## config.mk

```make
export PLATFORM = sky130hd
export DESIGN_NAME = ucl_ctrl
export DESIGN_NICKNAME = d
export VERILOG_FILES = /design/src/core/ucl_pkg.sv /design/src/core/ucl_trig_if.sv /design/src/core/ucl_trig.sv /design/src/core/ucl_ctrl.sv
export VERILOG_INCLUDE_DIRS = /design/src /design/src/core
export SDC_FILE = /design/constraint.sdc
export NUM_CORES = 1
export LEC_CHECK = 0
export BUFFER_PORTS_ARGS = -buffer_cell sky130_fd_sc_hd__buf_2
export CORE_MARGIN = 1
export CORE_UTILIZATION = 48
export CTS_CLUSTER_SIZE = 10
export DETAILED_ROUTE_END_ITERATION = 16
export PLACE_DENSITY = 0.87
export SLEW_MARGIN = 15
export SYNTH_ARGS = -nofsm -noshare
export SYNTH_HDL_FRONTEND = slang
export SYNTH_HIERARCHICAL = 1
export SYNTH_SLANG_ARGS = --single-unit
```

## constraint.sdc

```tcl
create_clock -name clk -period 2.35 [get_ports clk]
set_input_delay 0.47 -clock clk [delete_from_list [all_inputs] [get_ports clk]]
set_output_delay 0.47 -clock clk [all_outputs]
set_load 0.02 [all_outputs]
```

## src/core/ucl_consts.svh

```systemverilog
// Register offsets, field positions, reset values and trigger levels of the serial control block.
`ifndef UCL_CONSTS_SVH
`define UCL_CONSTS_SVH

// ----------------------------------------------------------------------------
// Register byte offsets on the bus
// ----------------------------------------------------------------------------
`define UCL_OFS_FIFO_SETUP   8'h00
`define UCL_OFS_CHAR_FORMAT  8'h04
`define UCL_OFS_LINE_OUT     8'h08
`define UCL_OFS_ENHANCED     8'h0c
`define UCL_OFS_LINE_IN      8'h10
`define UCL_OFS_STATUS       8'h14

// ----------------------------------------------------------------------------
// Field positions
// ----------------------------------------------------------------------------
`define UCL_FS_ENABLE        0
`define UCL_FS_RX_FLUSH      1
`define UCL_FS_TX_FLUSH      2
`define UCL_FS_DMA           3
`define UCL_FS_TXTRIG        4
`define UCL_FS_RXTRIG        6
`define UCL_CF_STOP          2
`define UCL_CF_PAR_EN        3
`define UCL_CF_PAR_TYPE      4
`define UCL_CF_PAR_FORCE     5
`define UCL_CF_BREAK         6
`define UCL_CF_DIVISOR       7
`define UCL_LO_TERM_READY    0
`define UCL_LO_SEND_REQ      1
`define UCL_LO_AUX_ONE       2
`define UCL_LO_IRQ_EN        3
`define UCL_LO_LOOPBACK      4
`define UCL_LO_RESUME_ANY    5
`define UCL_EF_ENHANCED      4
`define UCL_EF_AUTO_RTS      6

// ----------------------------------------------------------------------------
// Reset values and trigger levels
// ----------------------------------------------------------------------------
`define UCL_RST_BYTE         8'h00
`define UCL_MIN_DATA_BITS    4'h5
`define UCL_TX_TRIG_0        7'h08
`define UCL_TX_TRIG_1        7'h10
`define UCL_TX_TRIG_2        7'h20
`define UCL_TX_TRIG_3        7'h38
`define UCL_RX_TRIG_0        7'h08
`define UCL_RX_TRIG_1        7'h10
`define UCL_RX_TRIG_2        7'h38
`define UCL_RX_TRIG_3        7'h3c

`endif

```

## src/core/ucl_pkg.sv

```systemverilog
// Types shared by the serial control block.
package ucl_pkg;
    // Parity behaviour handed to the shifters.
    typedef enum logic [2:0] {
        UCL_PAR_NONE  = 3'h0,
        UCL_PAR_ODD   = 3'h1,
        UCL_PAR_EVEN  = 3'h2,
        UCL_PAR_MARK  = 3'h3,
        UCL_PAR_SPACE = 3'h4
    } ucl_parity_t;
    // Stop length handed to the shifters.
    typedef enum logic [1:0] {
        UCL_STOP_ONE      = 2'h0,
        UCL_STOP_ONE_HALF = 2'h1,
        UCL_STOP_TWO      = 2'h2
    } ucl_stop_t;
    // Bus slave states, one-hot.
    typedef enum logic [1:0] {
        UCL_BUS_IDLE   = 2'h1,
        UCL_BUS_RDWAIT = 2'h2
    } ucl_bus_st_t;
endpackage

```

## src/core/ucl_trig_if.sv

```systemverilog
// Carrier between the control block and its trigger lookups.
`timescale 1ns/10ps
interface ucl_trig_if #(parameter int LVL_W = 7);
    logic [1:0]       code;     // Trigger selection code.
    logic [LVL_W-1:0] level;    // Present FIFO fill level.
    logic [LVL_W-1:0] thr;      // Decoded threshold.
    logic             reached;  // Level at or above threshold.
    modport calc (input code, input level, output thr, output reached);
    modport user (output code, output level, input thr, input reached);
endinterface

```

## src/core/ucl_trig.sv

```systemverilog
// Trigger table lookup and level comparison for one FIFO direction.
`timescale 1ns/10ps
`include "ucl_consts.svh"
module ucl_trig #(
    parameter bit IS_TX = 1'b1
) (
    // Trigger carrier.
    ucl_trig_if.calc t
);
    // Decode the code through the table of this direction and compare.
    always_comb begin
        if (IS_TX) begin
            case (t.code)
                2'h0:    t.thr = `UCL_TX_TRIG_0;
                2'h1:    t.thr = `UCL_TX_TRIG_1;
                2'h2:    t.thr = `UCL_TX_TRIG_2;
                default: t.thr = `UCL_TX_TRIG_3;
            endcase
        end else begin
            case (t.code)
                2'h0:    t.thr = `UCL_RX_TRIG_0;
                2'h1:    t.thr = `UCL_RX_TRIG_1;
                2'h2:    t.thr = `UCL_RX_TRIG_2;
                default: t.thr = `UCL_RX_TRIG_3;
            endcase
        end
        t.reached = (t.level >= t.thr);
    end
endmodule // ucl_trig

```

## src/core/ucl_ctrl.sv

```systemverilog
// Control registers and line/modem output logic of one serial channel.
// How it works
// - Receive flush clears receive FIFO, then self-clears.
// - Transmit flush clears transmit FIFO, then self-clears.
// - DMA bit selects ready-pin signalling style.
// - Transmit trigger code selects 8/16/32/56.
// - Transmit interrupt below threshold, or on empty.
// - Transmit trigger writable only with enhanced enable.
// - Latest trigger selection governs both directions; here transmit and receive keep separate code fields.
// - Receive trigger 8/16/56/60; interrupt at threshold.
// - Length field gives five to eight bits.
// - Stop bit gives one, one-half or two.
// - Parity enable adds and checks parity bit.
// - Parity type bit picks odd or even.
// - Force bit fixes parity to mark/space.
// - Break bit holds transmit output at space.
// - Divisor bit redirects shared addresses to divisor.
// - Terminal-ready pin is inverse of bit.
// - Send-request pin inverse; auto flow may override.
// - Auxiliary one feeds ring input in loopback.
// - Interrupt pin driven when select or enable.
// - Auxiliary two is inverse enable in loopback.
// - Loopback bit selects internal local loopback.
// - Any character resumes halted transmitter; flow chars dropped.
// - FIFO bits ignored unless enable written too.
// - Loopback clear-to-send status follows send-request bit.
//
// Decided for this implementation: the AHB-Lite slave port and the placing of the registers.
`timescale 1ns/10ps
`include "ucl_consts.svh"
module ucl_ctrl (
    // Clock and reset.
    input  wire logic        clk,
    input  wire logic        rst_n,
    // AHB-Lite slave.
    input  wire logic        hsel,
    input  wire logic [31:0] haddr,
    input  wire logic [1:0]  htrans,
    input  wire logic        hwrite,
    input  wire logic [2:0]  hsize,
    input  wire logic [31:0] hwdata,
    input  wire logic        hready,
    output logic      [31:0] hrdata,
    output logic             hreadyout,
    output logic             hresp,
    // Datapath state, same clock.
    input  wire logic [6:0]  tx_level,
    input  wire logic [6:0]  rx_level,
    input  wire logic        tx_serial,
    input  wire logic        rx_char_valid,
    input  wire logic        rx_char_flow_match,
    input  wire logic        sw_flow_active,
    input  wire logic        sw_flow_halted,
    input  wire logic        auto_rts_n,
    input  wire logic        irq_request,
    // Asynchronous pins.
    input  wire logic        irq_drive_select_pin,
    input  wire logic        cts_n_pin,
    input  wire logic        dsr_n_pin,
    input  wire logic        ri_n_pin,
    input  wire logic        cd_n_pin,
    // Datapath control.
    output logic             fifo_enable,
    output logic             rx_fifo_flush,
    output logic             tx_fifo_flush,
    output logic             dma_mode,
    output logic      [3:0]  data_bits,
    output logic      [1:0]  stop_len,
    output logic      [2:0]  parity_mode,
    output logic             divisor_select,
    output logic             loopback,
    output logic             tx_irq,
    output logic             rx_irq,
    output logic             tx_resume,
    output logic             rx_store,
    output logic             aux_output_one,
    output logic             aux_output_two,
    // Output pins.
    output logic             tx_pin,
    output logic             dtr_n_pin,
    output logic             rts_n_pin,
    output logic             irq_pin,
    output logic             irq_pin_oe,
    output logic             transmit_space_pin_n,
    output logic             receive_avail_pin_n
);

    // ------------------------------------------------------------------------
    // Storage
    // ------------------------------------------------------------------------
    ucl_pkg::ucl_bus_st_t bus_st_r;       // Bus slave state.
    logic                 wr_pend_r;      // Write data phase follows.
    logic [7:0]           wr_addr_r;      // Latched write offset.
    logic [7:0]           rd_addr_r;      // Latched read offset.
    logic [7:0]           fifo_setup_r;   // Enable, DMA and trigger fields.
    logic [7:0]           char_format_r;  // Character format.
    logic [7:0]           line_out_r;     // Modem and interrupt output control.
    logic [7:0]           enhanced_r;     // Enhanced function bits.
    logic [4:0]           pin_meta_r;     // First synchroniser stage.
    logic [4:0]           pin_sync_r;     // Second synchroniser stage.
    logic                 filled_r;       // Last reload went past threshold.
    logic [7:0]           line_in_nxt;    // Modem input status view.
    logic                 accept;         // Address phase taken this cycle.
    logic                 fs_write;       // Data phase write to fifo setup.
    logic [7:0]           fs_data;        // Byte written to fifo setup.

    ucl_trig_if #(.LVL_W(7)) tx_t ();
    ucl_trig_if #(.LVL_W(7)) rx_t ();

    assign accept   = hsel && hready && htrans[1] && (bus_st_r == ucl_pkg::UCL_BUS_IDLE);
    assign fs_write = wr_pend_r && (wr_addr_r == `UCL_OFS_FIFO_SETUP);
    assign fs_data  = hwdata[7:0];

    // ------------------------------------------------------------------------
    // Trigger lookups
    // ------------------------------------------------------------------------
    // Both lookups read fields of the one stored selection byte.
    assign tx_t.code  = fifo_setup_r[`UCL_FS_TXTRIG+1:`UCL_FS_TXTRIG];
    assign tx_t.level = tx_level;
    assign rx_t.code  = fifo_setup_r[`UCL_FS_RXTRIG+1:`UCL_FS_RXTRIG];
    assign rx_t.level = rx_level;

    ucl_trig #(.IS_TX(1'b1)) u_tx_trig (
        .t (tx_t)
    );
    ucl_trig #(.IS_TX(1'b0)) u_rx_trig (
        .t (rx_t)
    );

    // ------------------------------------------------------------------------
    // Bus slave
    // ------------------------------------------------------------------------
    // Writes complete with no wait; reads take one wait state so that a read
    // right behind a write already sees the written value.
    always_ff @(posedge clk) begin
        if (!rst_n) begin
            bus_st_r  <= ucl_pkg::UCL_BUS_IDLE;
            hreadyout <= 1'b1;
            rd_addr_r <= 8'h00;
        end else begin
            case (bus_st_r)
                ucl_pkg::UCL_BUS_IDLE: begin
                    // A taken read stalls its data phase for one cycle.
                    if (accept && !hwrite) begin
                        bus_st_r  <= ucl_pkg::UCL_BUS_RDWAIT;
                        hreadyout <= 1'b0;
                        rd_addr_r <= {haddr[7:2], 2'b00};
                    end
                end
                ucl_pkg::UCL_BUS_RDWAIT: begin
                    // Read data is loaded now and stands with hreadyout.
                    bus_st_r  <= ucl_pkg::UCL_BUS_IDLE;
                    hreadyout <= 1'b1;
                end
                default: begin
                    bus_st_r  <= ucl_pkg::UCL_BUS_IDLE;
                    hreadyout <= 1'b1;
                end
            endcase
        end
    end

    // Latch a write address phase; the data arrives one cycle later.
    always_ff @(posedge clk) begin
        if (!rst_n) begin
            wr_pend_r <= 1'b0;
            wr_addr_r <= 8'h00;
        end else begin
            wr_pend_r <= accept && hwrite;
            if (accept && hwrite) begin
                wr_addr_r <= {haddr[7:2], 2'b00};
            end
        end
    end

    // The response is always OKAY.
    always_ff @(posedge clk) begin
        hresp <= 1'b0;
    end

    // Read data mux; unmapped and write-only offsets read as zero.
    always_ff @(posedge clk) begin
        if (!rst_n) begin
            hrdata <= 32'h0000_0000;
        end else if (bus_st_r == ucl_pkg::UCL_BUS_RDWAIT) begin
            case (rd_addr_r)
                `UCL_OFS_CHAR_FORMAT: hrdata <= {24'h000000, char_format_r};
                `UCL_OFS_LINE_OUT:    hrdata <= {24'h000000, line_out_r};
                `UCL_OFS_ENHANCED:    hrdata <= {24'h000000, enhanced_r};
                `UCL_OFS_LINE_IN:     hrdata <= {24'h000000, line_in_nxt};
                `UCL_OFS_STATUS:      hrdata <= {29'h00000000, filled_r, rx_irq, tx_irq};
                default:              hrdata <= 32'h0000_0000;
            endcase
        end
    end

    // ------------------------------------------------------------------------
    // Registers
    // ------------------------------------------------------------------------
    // Fifo setup: a write without the enable bit only turns the FIFOs off,
    // every other field keeps its value.
    always_ff @(posedge clk) begin
        if (!rst_n) begin
            fifo_setup_r <= `UCL_RST_BYTE;
        end else if (fs_write) begin
            fifo_setup_r[`UCL_FS_ENABLE] <= fs_data[`UCL_FS_ENABLE];
            if (fs_data[`UCL_FS_ENABLE]) begin
                fifo_setup_r[`UCL_FS_DMA] <= fs_data[`UCL_FS_DMA];
                // One selection byte feeds both lookups; each write with the enable bit sets the receive field,
                // and sets the transmit field only while the enhanced bit is set.
                fifo_setup_r[`UCL_FS_RXTRIG+1:`UCL_FS_RXTRIG] <=
                    fs_data[`UCL_FS_RXTRIG+1:`UCL_FS_RXTRIG];
                if (enhanced_r[`UCL_EF_ENHANCED]) begin
                    fifo_setup_r[`UCL_FS_TXTRIG+1:`UCL_FS_TXTRIG] <=
                        fs_data[`UCL_FS_TXTRIG+1:`UCL_FS_TXTRIG];
                end
            end
        end
    end

    // Character format, line output control and enhanced function bits.
    always_ff @(posedge clk) begin
        if (!rst_n) begin
            char_format_r <= `UCL_RST_BYTE;
            line_out_r    <= `UCL_RST_BYTE;
            enhanced_r    <= `UCL_RST_BYTE;
        end else if (wr_pend_r) begin
            case (wr_addr_r)
                `UCL_OFS_CHAR_FORMAT: char_format_r <= hwdata[7:0];
                `UCL_OFS_LINE_OUT:    line_out_r    <= {2'b00, hwdata[5:0]};
                `UCL_OFS_ENHANCED:    enhanced_r    <= hwdata[7:0];
                default:              ;
            endcase
        end
    end

    // Flush strobes last one cycle, so the flush bits read back as zero.
    always_ff @(posedge clk) begin
        if (!rst_n) begin
            rx_fifo_flush <= 1'b0;
            tx_fifo_flush <= 1'b0;
        end else begin
            rx_fifo_flush <= fs_write && fs_data[`UCL_FS_ENABLE] && fs_data[`UCL_FS_RX_FLUSH];
            tx_fifo_flush <= fs_write && fs_data[`UCL_FS_ENABLE] && fs_data[`UCL_FS_TX_FLUSH];
        end
    end

    // ------------------------------------------------------------------------
    // Format decode
    // ------------------------------------------------------------------------
    // Character format fields become ready-made controls for the shifters.
    always_ff @(posedge clk) begin
        if (!rst_n) begin
            data_bits      <= `UCL_MIN_DATA_BITS;
            stop_len       <= ucl_pkg::UCL_STOP_ONE;
            parity_mode    <= ucl_pkg::UCL_PAR_NONE;
            divisor_select <= 1'b0;
        end else begin
            data_bits <= `UCL_MIN_DATA_BITS + {2'b00, char_format_r[1:0]};
            if (!char_format_r[`UCL_CF_STOP]) begin
                stop_len <= ucl_pkg::UCL_STOP_ONE;
            end else if (char_format_r[1:0] == 2'b00) begin
                stop_len <= ucl_pkg::UCL_STOP_ONE_HALF;
            end else begin
                stop_len <= ucl_pkg::UCL_STOP_TWO;
            end
            if (!char_format_r[`UCL_CF_PAR_EN]) begin
                parity_mode <= ucl_pkg::UCL_PAR_NONE;
            end else if (char_format_r[`UCL_CF_PAR_FORCE]) begin
                parity_mode <= char_format_r[`UCL_CF_PAR_TYPE] ? ucl_pkg::UCL_PAR_SPACE
                                                               : ucl_pkg::UCL_PAR_MARK;
            end else begin
                parity_mode <= char_format_r[`UCL_CF_PAR_TYPE] ? ucl_pkg::UCL_PAR_EVEN
                                                               : ucl_pkg::UCL_PAR_ODD;
            end
            divisor_select <= char_format_r[`UCL_CF_DIVISOR];
        end
    end

    // ------------------------------------------------------------------------
    // FIFO triggers and ready pins
    // ------------------------------------------------------------------------
    // Remember whether the transmit FIFO was loaded past its threshold, so
    // a short reload asks for data only once it has drained completely.
    always_ff @(posedge clk) begin
        if (!rst_n) begin
            filled_r <= 1'b0;
        end else if (tx_level > tx_t.thr) begin
            // A fill seen in the flush cycle wins; the level reads zero next.
            filled_r <= 1'b1;
        end else if (tx_fifo_flush || tx_level == 7'h00) begin
            filled_r <= 1'b0;
        end
    end

    // Transmit and receive interrupt requests and the two ready pins.
    always_ff @(posedge clk) begin
        if (!rst_n) begin
            fifo_enable          <= 1'b0;
            dma_mode             <= 1'b0;
            tx_irq               <= 1'b0;
            rx_irq               <= 1'b0;
            transmit_space_pin_n <= 1'b1;
            receive_avail_pin_n  <= 1'b1;
        end else begin
            fifo_enable <= fifo_setup_r[`UCL_FS_ENABLE];
            dma_mode    <= fifo_setup_r[`UCL_FS_DMA];
            tx_irq <= fifo_setup_r[`UCL_FS_ENABLE] &&
                      (filled_r ? !tx_t.reached : (tx_level == 7'h00));
            rx_irq <= fifo_setup_r[`UCL_FS_ENABLE] && rx_t.reached;
            if (fifo_setup_r[`UCL_FS_DMA]) begin
                // DMA style: request in bursts around the thresholds.
                transmit_space_pin_n <= tx_t.reached;
                receive_avail_pin_n  <= !rx_t.reached;
            end else begin
                // Normal style: single-character readiness.
                transmit_space_pin_n <= (tx_level != 7'h00);
                receive_avail_pin_n  <= (rx_level == 7'h00);
            end
        end
    end

    // ------------------------------------------------------------------------
    // Modem inputs
    // ------------------------------------------------------------------------
    // Two-stage synchroniser; only the second stage is read by logic.
    // Modem inputs rest inactive high, the drive select rests low, so the
    // interrupt driver is not switched on for a moment after reset.
    always_ff @(posedge clk) begin
        if (!rst_n) begin
            pin_meta_r <= 5'h1e;
            pin_sync_r <= 5'h1e;
        end else begin
            pin_meta_r <= {cd_n_pin, ri_n_pin, dsr_n_pin, cts_n_pin, irq_drive_select_pin};
            pin_sync_r <= pin_meta_r;
        end
    end

    // Status bits are active-high views of the inputs, or of the output
    // bits when the channel is looped back on itself.
    always_comb begin
        line_in_nxt = 8'h00;
        if (line_out_r[`UCL_LO_LOOPBACK]) begin
            line_in_nxt[4] = line_out_r[`UCL_LO_SEND_REQ];
            line_in_nxt[5] = line_out_r[`UCL_LO_TERM_READY];
            line_in_nxt[6] = line_out_r[`UCL_LO_AUX_ONE];
            line_in_nxt[7] = line_out_r[`UCL_LO_IRQ_EN];
        end else begin
            line_in_nxt[4] = !pin_sync_r[1];
            line_in_nxt[5] = !pin_sync_r[2];
            line_in_nxt[6] = !pin_sync_r[3];
            line_in_nxt[7] = !pin_sync_r[4];
        end
    end

    // ------------------------------------------------------------------------
    // Line and modem outputs
    // ------------------------------------------------------------------------
    // In loopback the external outputs rest inactive, except tx_pin held at space by break, and the internal
    // auxiliary signals carry the control bits instead.
    always_ff @(posedge clk) begin
        if (!rst_n) begin
            loopback       <= 1'b0;
            tx_pin         <= 1'b1;
            dtr_n_pin      <= 1'b1;
            rts_n_pin      <= 1'b1;
            aux_output_one <= 1'b0;
            aux_output_two <= 1'b1;
        end else begin
            loopback <= line_out_r[`UCL_LO_LOOPBACK];
            if (char_format_r[`UCL_CF_BREAK]) begin
                tx_pin <= 1'b0;
            end else begin
                tx_pin <= line_out_r[`UCL_LO_LOOPBACK] ? 1'b1 : tx_serial;
            end
            if (line_out_r[`UCL_LO_LOOPBACK]) begin
                dtr_n_pin <= 1'b1;
                rts_n_pin <= 1'b1;
            end else begin
                dtr_n_pin <= !line_out_r[`UCL_LO_TERM_READY];
                rts_n_pin <= enhanced_r[`UCL_EF_AUTO_RTS] ? auto_rts_n
                                                          : !line_out_r[`UCL_LO_SEND_REQ];
            end
            aux_output_one <= line_out_r[`UCL_LO_AUX_ONE];
            aux_output_two <= !line_out_r[`UCL_LO_IRQ_EN];
        end
    end

    // Interrupt pin drive: the enable bit or the select pin turns it on.
    always_ff @(posedge clk) begin
        if (!rst_n) begin
            irq_pin    <= 1'b0;
            irq_pin_oe <= 1'b0;
        end else begin
            irq_pin    <= irq_request;
            irq_pin_oe <= pin_sync_r[0] || line_out_r[`UCL_LO_IRQ_EN];
        end
    end

    // ------------------------------------------------------------------------
    // Resume on any character
    // ------------------------------------------------------------------------
    // Flow characters are kept out of the FIFO only while software flow
    // control is using them; everything else is stored.
    always_ff @(posedge clk) begin
        if (!rst_n) begin
            tx_resume <= 1'b0;
            rx_store  <= 1'b0;
        end else begin
            tx_resume <= rx_char_valid && line_out_r[`UCL_LO_RESUME_ANY] && sw_flow_halted;
            rx_store  <= rx_char_valid && !(rx_char_flow_match && sw_flow_active);
        end
    end

endmodule // ucl_ctrl

```

==> results of run 1 <==
cell type report:
class / count / area (µm²)
clock inverters: 7 / 70.1
clock buffers: 9 / 124
repair buffers: 86 / 440
well taps: 102 / 128
inverters: 21 / 78.8
flip-flops and latches: 90 / 1800
fillers: 706 / 3330
multi-input cells: 297 / 1830
worst paths after layout:
check,endpoint,slack (ns),cells after the start
setup / recovery,tx_irq,0.19,7
hold / removal,rx_store,0.26,2
setup reg to reg,tx_irq,0.19,7
hold reg to reg,pin_sync_r[4],0.42,1
critical path, stage by stage, from the launching register on:
cell and delay, ns:
dfxtp_1 0.41, inv_1 0.06, ha_1 0.32, ha_1 0.27, or4b_1 0.44, a211oi_1 0.29
mux2i_1 0.11, and2_1 0.16
report_power, final:
part | switching (mW) | internal (mW)
clock | 0.594 | 0.411
combinational | 0.141 | 0.0755
sequential | 0.0136 | 1.54
through the flow:
| step | setup slack, ns | utilization |
|---|---|---|
| floorplan | 0.373 | - |
| global route | 0.0669 | 0.573 |
| CTS | 0.160 | 0.573 |
| detailed placement | 0.164 | 0.549 |
| finish | 0.186 | 0.573 |
| global placement | 0.177 | 0.549 |
state kept, by name, indices dropped and copies added (netlist names), 2 cells and up:
name / flops
char_format_r: 8
enhanced_r: 8
hrdata: 8
fifo_setup_r: 6
line_out_r: 6
rd_addr_r: 6
wr_addr_r: 6
pin_meta_r: 5
pin_sync_r: 5
data_bits: 4
parity_mode: 3
bus_st_r: 2
stop_len: 2
cell usage in the layout, fill, tap and decap left out, types with 4 or more instances in the layout:
master,n
a211oi_1,4
a21oi_1,9
a221oi_1,4
a32oi_1,10
and2_1,14
and3_1,8
buf_2,82
buf_4,4
clkbuf_8,9
conb_1,29
dfxtp_1,90
ha_1,19
inv_1,21
mux2i_1,14
nand2_1,42
nand2b_1,8
nand3_1,25
nor2_1,31
nor3_1,4
nor4_1,8
o21ai_0,25
o21ai_2,8
metal layers:
| layer | GRT usage | part of all wire | vias to the layer above |
|---|---|---|---|
| met5 | 0 | 0 | - |
| met4 | 0.0534 | 0.011 | 0 |
| met3 | 0.0534 | 0.061 | 8 |
| met2 | 0.343 | 0.49 | 108 |
| met1 | 0.260 | 0.44 | 1471 |
| li1 | - | - | 1585 |
==> flow_metrics.env, run 1 <==
export IMPL_status="completed"
export IMPL_syn2layout_area_growth_pct=14.2
export IMPL_ant_nets=0
export IMPL_cts_tree="done"
export IMPL_vias_per_cell=5.18
export IMPL_power_density_nw_per_um2=621
export IMPL_start_util=0.502
export IMPL_fp_dieH_um=92.4
export IMPL_cts_sinks=90
export IMPL_maxSlewHeadroom=0.339
export IMPL_grt_max_degree=62
export IMPL_overflow=0
export IMPL_peakVddDrop_mv=0.470
export IMPL_critPathLaunchType="flop"
export IMPL_post_place_cells=596
export IMPL_antenna_found_initial=0
export IMPL_cts_buffers=9
export IMPL_setup_viol=0
export IMPL_end_kind="flop"
export IMPL_die_area_um2=8530
export IMPL_cts_setup_buffers=0
export IMPL_critPathLaunch="fifo_setup_r[4]"
export IMPL_final_nets=624
export IMPL_clockBufferDepth=2
export IMPL_grt_use_total=0.204
export IMPL_worstSetupPathType="flop to flop"
export IMPL_syn_area_per_cell_um2=9.18
export IMPL_netlist_area_um2=3920
export IMPL_worstPathRequired_ns=2.63
export IMPL_hold_viol=0
export IMPL_final_max_slew_viol_count=0
export IMPL_die_w_um=92.4
export IMPL_r2r_start="fifo_setup_r[4]"
export IMPL_power_static_leakage_nw=1.94
export IMPL_crit_path_max_fanout=4
export IMPL_num_vias=3172
export IMPL_drc=0
export IMPL_clockRootBuffer="clkbuf_8"
export IMPL_finalNonFillerCells=612
export IMPL_htree_num_levels=3
export IMPL_rsz0062_at_grt="no"
export IMPL_cts_repair_resized=0
export IMPL_rows=32
export IMPL_post_route_period_util=0.921
export IMPL_routedWlPerCell_um=13.6
export IMPL_ys_warn_count=6
export IMPL_clk_pin_slew_ns=0.10
export IMPL_placed_area_um2=4280
export IMPL_hp_class="input port to flop"
export IMPL_synthCells=427
export IMPL_grt_pass1_wl_um=13600
export IMPL_tns_ns=0
export IMPL_ioPinCount=162
export IMPL_drtPass1Iterations=5
export IMPL_clkLatencyLatePin_ns=0.37
export IMPL_ctsHoldBuffers=0
export IMPL_layout_drive_gt1_share=0.233
export IMPL_tightest_slew_ns=0.977
export IMPL_worstHoldStart="sw_flow_active"
export IMPL_gp_congestion=0.875
export IMPL_fin_worst_skew_ns=0.0134
export IMPL_grt_pass1_vias=2862
export IMPL_port_buffers=82
export IMPL_p_total_mw=2.78
export IMPL_dp_hpwl_um=6350
export IMPL_fin_crit_ns=2.16
export IMPL_final_area_um2=4480
export IMPL_core_area_um2=7810
export IMPL_holdWs_ns=0.261
export IMPL_fmax_mhz=462
export IMPL_arrival_ns=2.44
export IMPL_drt_wl_total_um=8320
export IMPL_drv_cap=0
export IMPL_drtIter0Drc=276
export IMPL_num_antenna_cells=0
(Power assumes the default switching activity.)
==> run 2, diff against run 1 <==
Settings changed: CELL_PAD_IN_SITES_DETAIL_PLACEMENT from default to 1, CELL_PAD_IN_SITES_GLOBAL_PLACEMENT from default to 2, CORE_UTILIZATION 48 to 27, HOLD_SLACK_MARGIN from default to 0.15, PLACE_DENSITY 0.87 to 0.86.
==> flow_metrics.env, run 2 (synthesis gave the netlist of run 1 again) <==
export IMPL_clockBufferDepth=2
export IMPL_gp_congestion=0.801
export IMPL_hold_viol=0
export IMPL_final_area_um2=4700
export IMPL_placed_area_um2=4410
export IMPL_cts_tree="done"
export IMPL_critPathLaunchType="flop"
export IMPL_rsz0062_at_grt="no"
export IMPL_final_max_slew_viol_count=0
export IMPL_drt_wl_total_um=10500
export IMPL_tightest_slew_ns=0.645
export IMPL_switchingPower_uw=750
export IMPL_num_antenna_cells=0
export IMPL_layout_drive_gt1_share=0.234
export IMPL_cts_sinks=90
export IMPL_ioPinCount=162
export IMPL_combPwrFrac=0.071
export IMPL_overflow=0
export IMPL_vias_per_cell=4.62
export IMPL_num_vias=3197
export IMPL_final_nets=626
export IMPL_setup_viol=0
export IMPL_ctsHoldBuffers=0
export IMPL_final_common_cell="dfxtp_1"
export IMPL_maxSlewHeadroom=0.568
export IMPL_post_place_cells=676
export IMPL_port_buffers=82
export IMPL_fp_dieH_um=122
export IMPL_swShare=0.235
export IMPL_drtIter0Drc=123
export IMPL_end_kind="flop"
export IMPL_fmax_mhz=461
export IMPL_grt_max_degree=62
export IMPL_tns_ns=0
export IMPL_grt_pass1_wl_um=16400
export IMPL_status="completed"
export IMPL_die_area_um2=15000
export IMPL_antenna_found_initial=0
export IMPL_power_density_nw_per_um2=680
export IMPL_post_route_period_util=0.924
export IMPL_dp_hpwl_um=8010
export IMPL_pre_cts_slack_ns=0.0797
export IMPL_peakVddDrop_mv=0.360
export IMPL_syn2layout_area_growth_pct=19.9
export IMPL_finalNonFillerCells=692
export IMPL_clkPwrFrac=0.441
export IMPL_clkLatencyLatePin_ns=0.34
export IMPL_worstPathRequired_ns=2.59
export IMPL_top_regs="char_format_r: 8 flops, enhanced_r: 8 flops, hrdata: 8 flops"
export IMPL_grt_use_total=0.143
export IMPL_fin_worst_skew_ns=0.00656
export IMPL_die_w_um=122
export IMPL_setup_ws_ns=0.179
export IMPL_fin_crit_ns=2.17
export IMPL_drv_cap=0
export IMPL_htree_num_levels=3
export IMPL_power_static_leakage_nw=2.00
export IMPL_drc=0
export IMPL_clk_pin_slew_ns=0.06
export IMPL_ant_nets=0
export IMPL_hp_class="input port to flop"
export IMPL_rows=43
export IMPL_drtPass1Iterations=4
export IMPL_start_util=0.279
export IMPL_p_total_mw=3.20
export IMPL_routedWlPerCell_um=15.1
export IMPL_grt_pass1_vias=3233
export IMPL_clockRootBuffer="clkbuf_16"
export IMPL_p_seq_frac=0.488
export IMPL_arrival_ns=2.41
export IMPL_most_common_layout_cells="90 x dfxtp_1, 82 x buf_2, 42 x nand2_1, 31 x nor2_1, 29 x conb_1"
export IMPL_n_fill_cell=1673
export IMPL_core_area_um2=14000
export IMPL_cts_buffers=9
export IMPL_worstSetupPathType="flop to flop"
export IMPL_power_internal_mw=2.45
export IMPL_crit_path_max_fanout=4
-- run 2: worst max-delay path: stages, from the launching register on --
cell and delay (ns):
dfxtp_1 0.38, inv_1 0.06, ha_1 0.31, ha_1 0.29, or4b_1 0.47, a211oi_2 0.28, mux2i_1 0.11, and2_1 0.16
-- run 2: layout make-up --
class | instances | area [µm²] | area share
multi-input cells | 297 | 1840 | 0.391
flip-flops and latches | 90 | 1800 | 0.383
repair buffers | 88 | 468 | 0.0995
clock buffers | 11 | 233 | 0.0495
well taps | 180 | 225 | 0.0479
inverters | 21 | 78.8 | 0.0168
clock inverters | 5 | 55.1 | 0.0117
-- run 2: power by group through the flow --
stage	registers [mW]	clock network [mW]	logic [mW]
after floorplan	1.60	0	0.165
after global placement	1.59	0	0.217
after detailed placement	1.60	0	0.226
after CTS	1.56	1.45	0.227
after global routing	1.56	1.51	0.252
final	1.56	1.41	0.228
-- run 2: repair_timing --
item                                    in CTS  in global routing
resized for setup                            0                  1
buffers inserted                             0                  0
endpoints found under the setup margin       0                  1
-- run 2: stage by stage --
step / utilization / hold WS [ns]
final: 0.335 / 0.306
after global routing: 0.335 / 0.308
after CTS: 0.334 / 0.301
after detailed placement: 0.314 / 0.401
after global placement: 0.314 / 0.394
after floorplan: - / 0.385
-- run 2: path summary, 6_finish.rpt --
| path | start | slack [ns] | depth (start not counted) | to |
|---|---|---|---|---|
| worst max-delay path | fifo_setup_r[4] | 0.18 | 7 | tx_irq |
| worst min register to register | pin_meta_r[3] | 0.41 | 1 | pin_sync_r[3] |
| worst max register to register | fifo_setup_r[4] | 0.18 | 7 | tx_irq |
| worst min-delay path | sw_flow_active | 0.31 | 2 | rx_store |
-- run 2: per-layer routing --
metal,share of wire,wire length [µm],GRT usage,up-vias
li1,-,-,-,1590
met5,0,0,0,-
met3,0.040,419,0.0344,16
met1,0.46,4850,0.179,1506
met2,0.48,5020,0.241,85
met4,0.017,180,0.0450,0
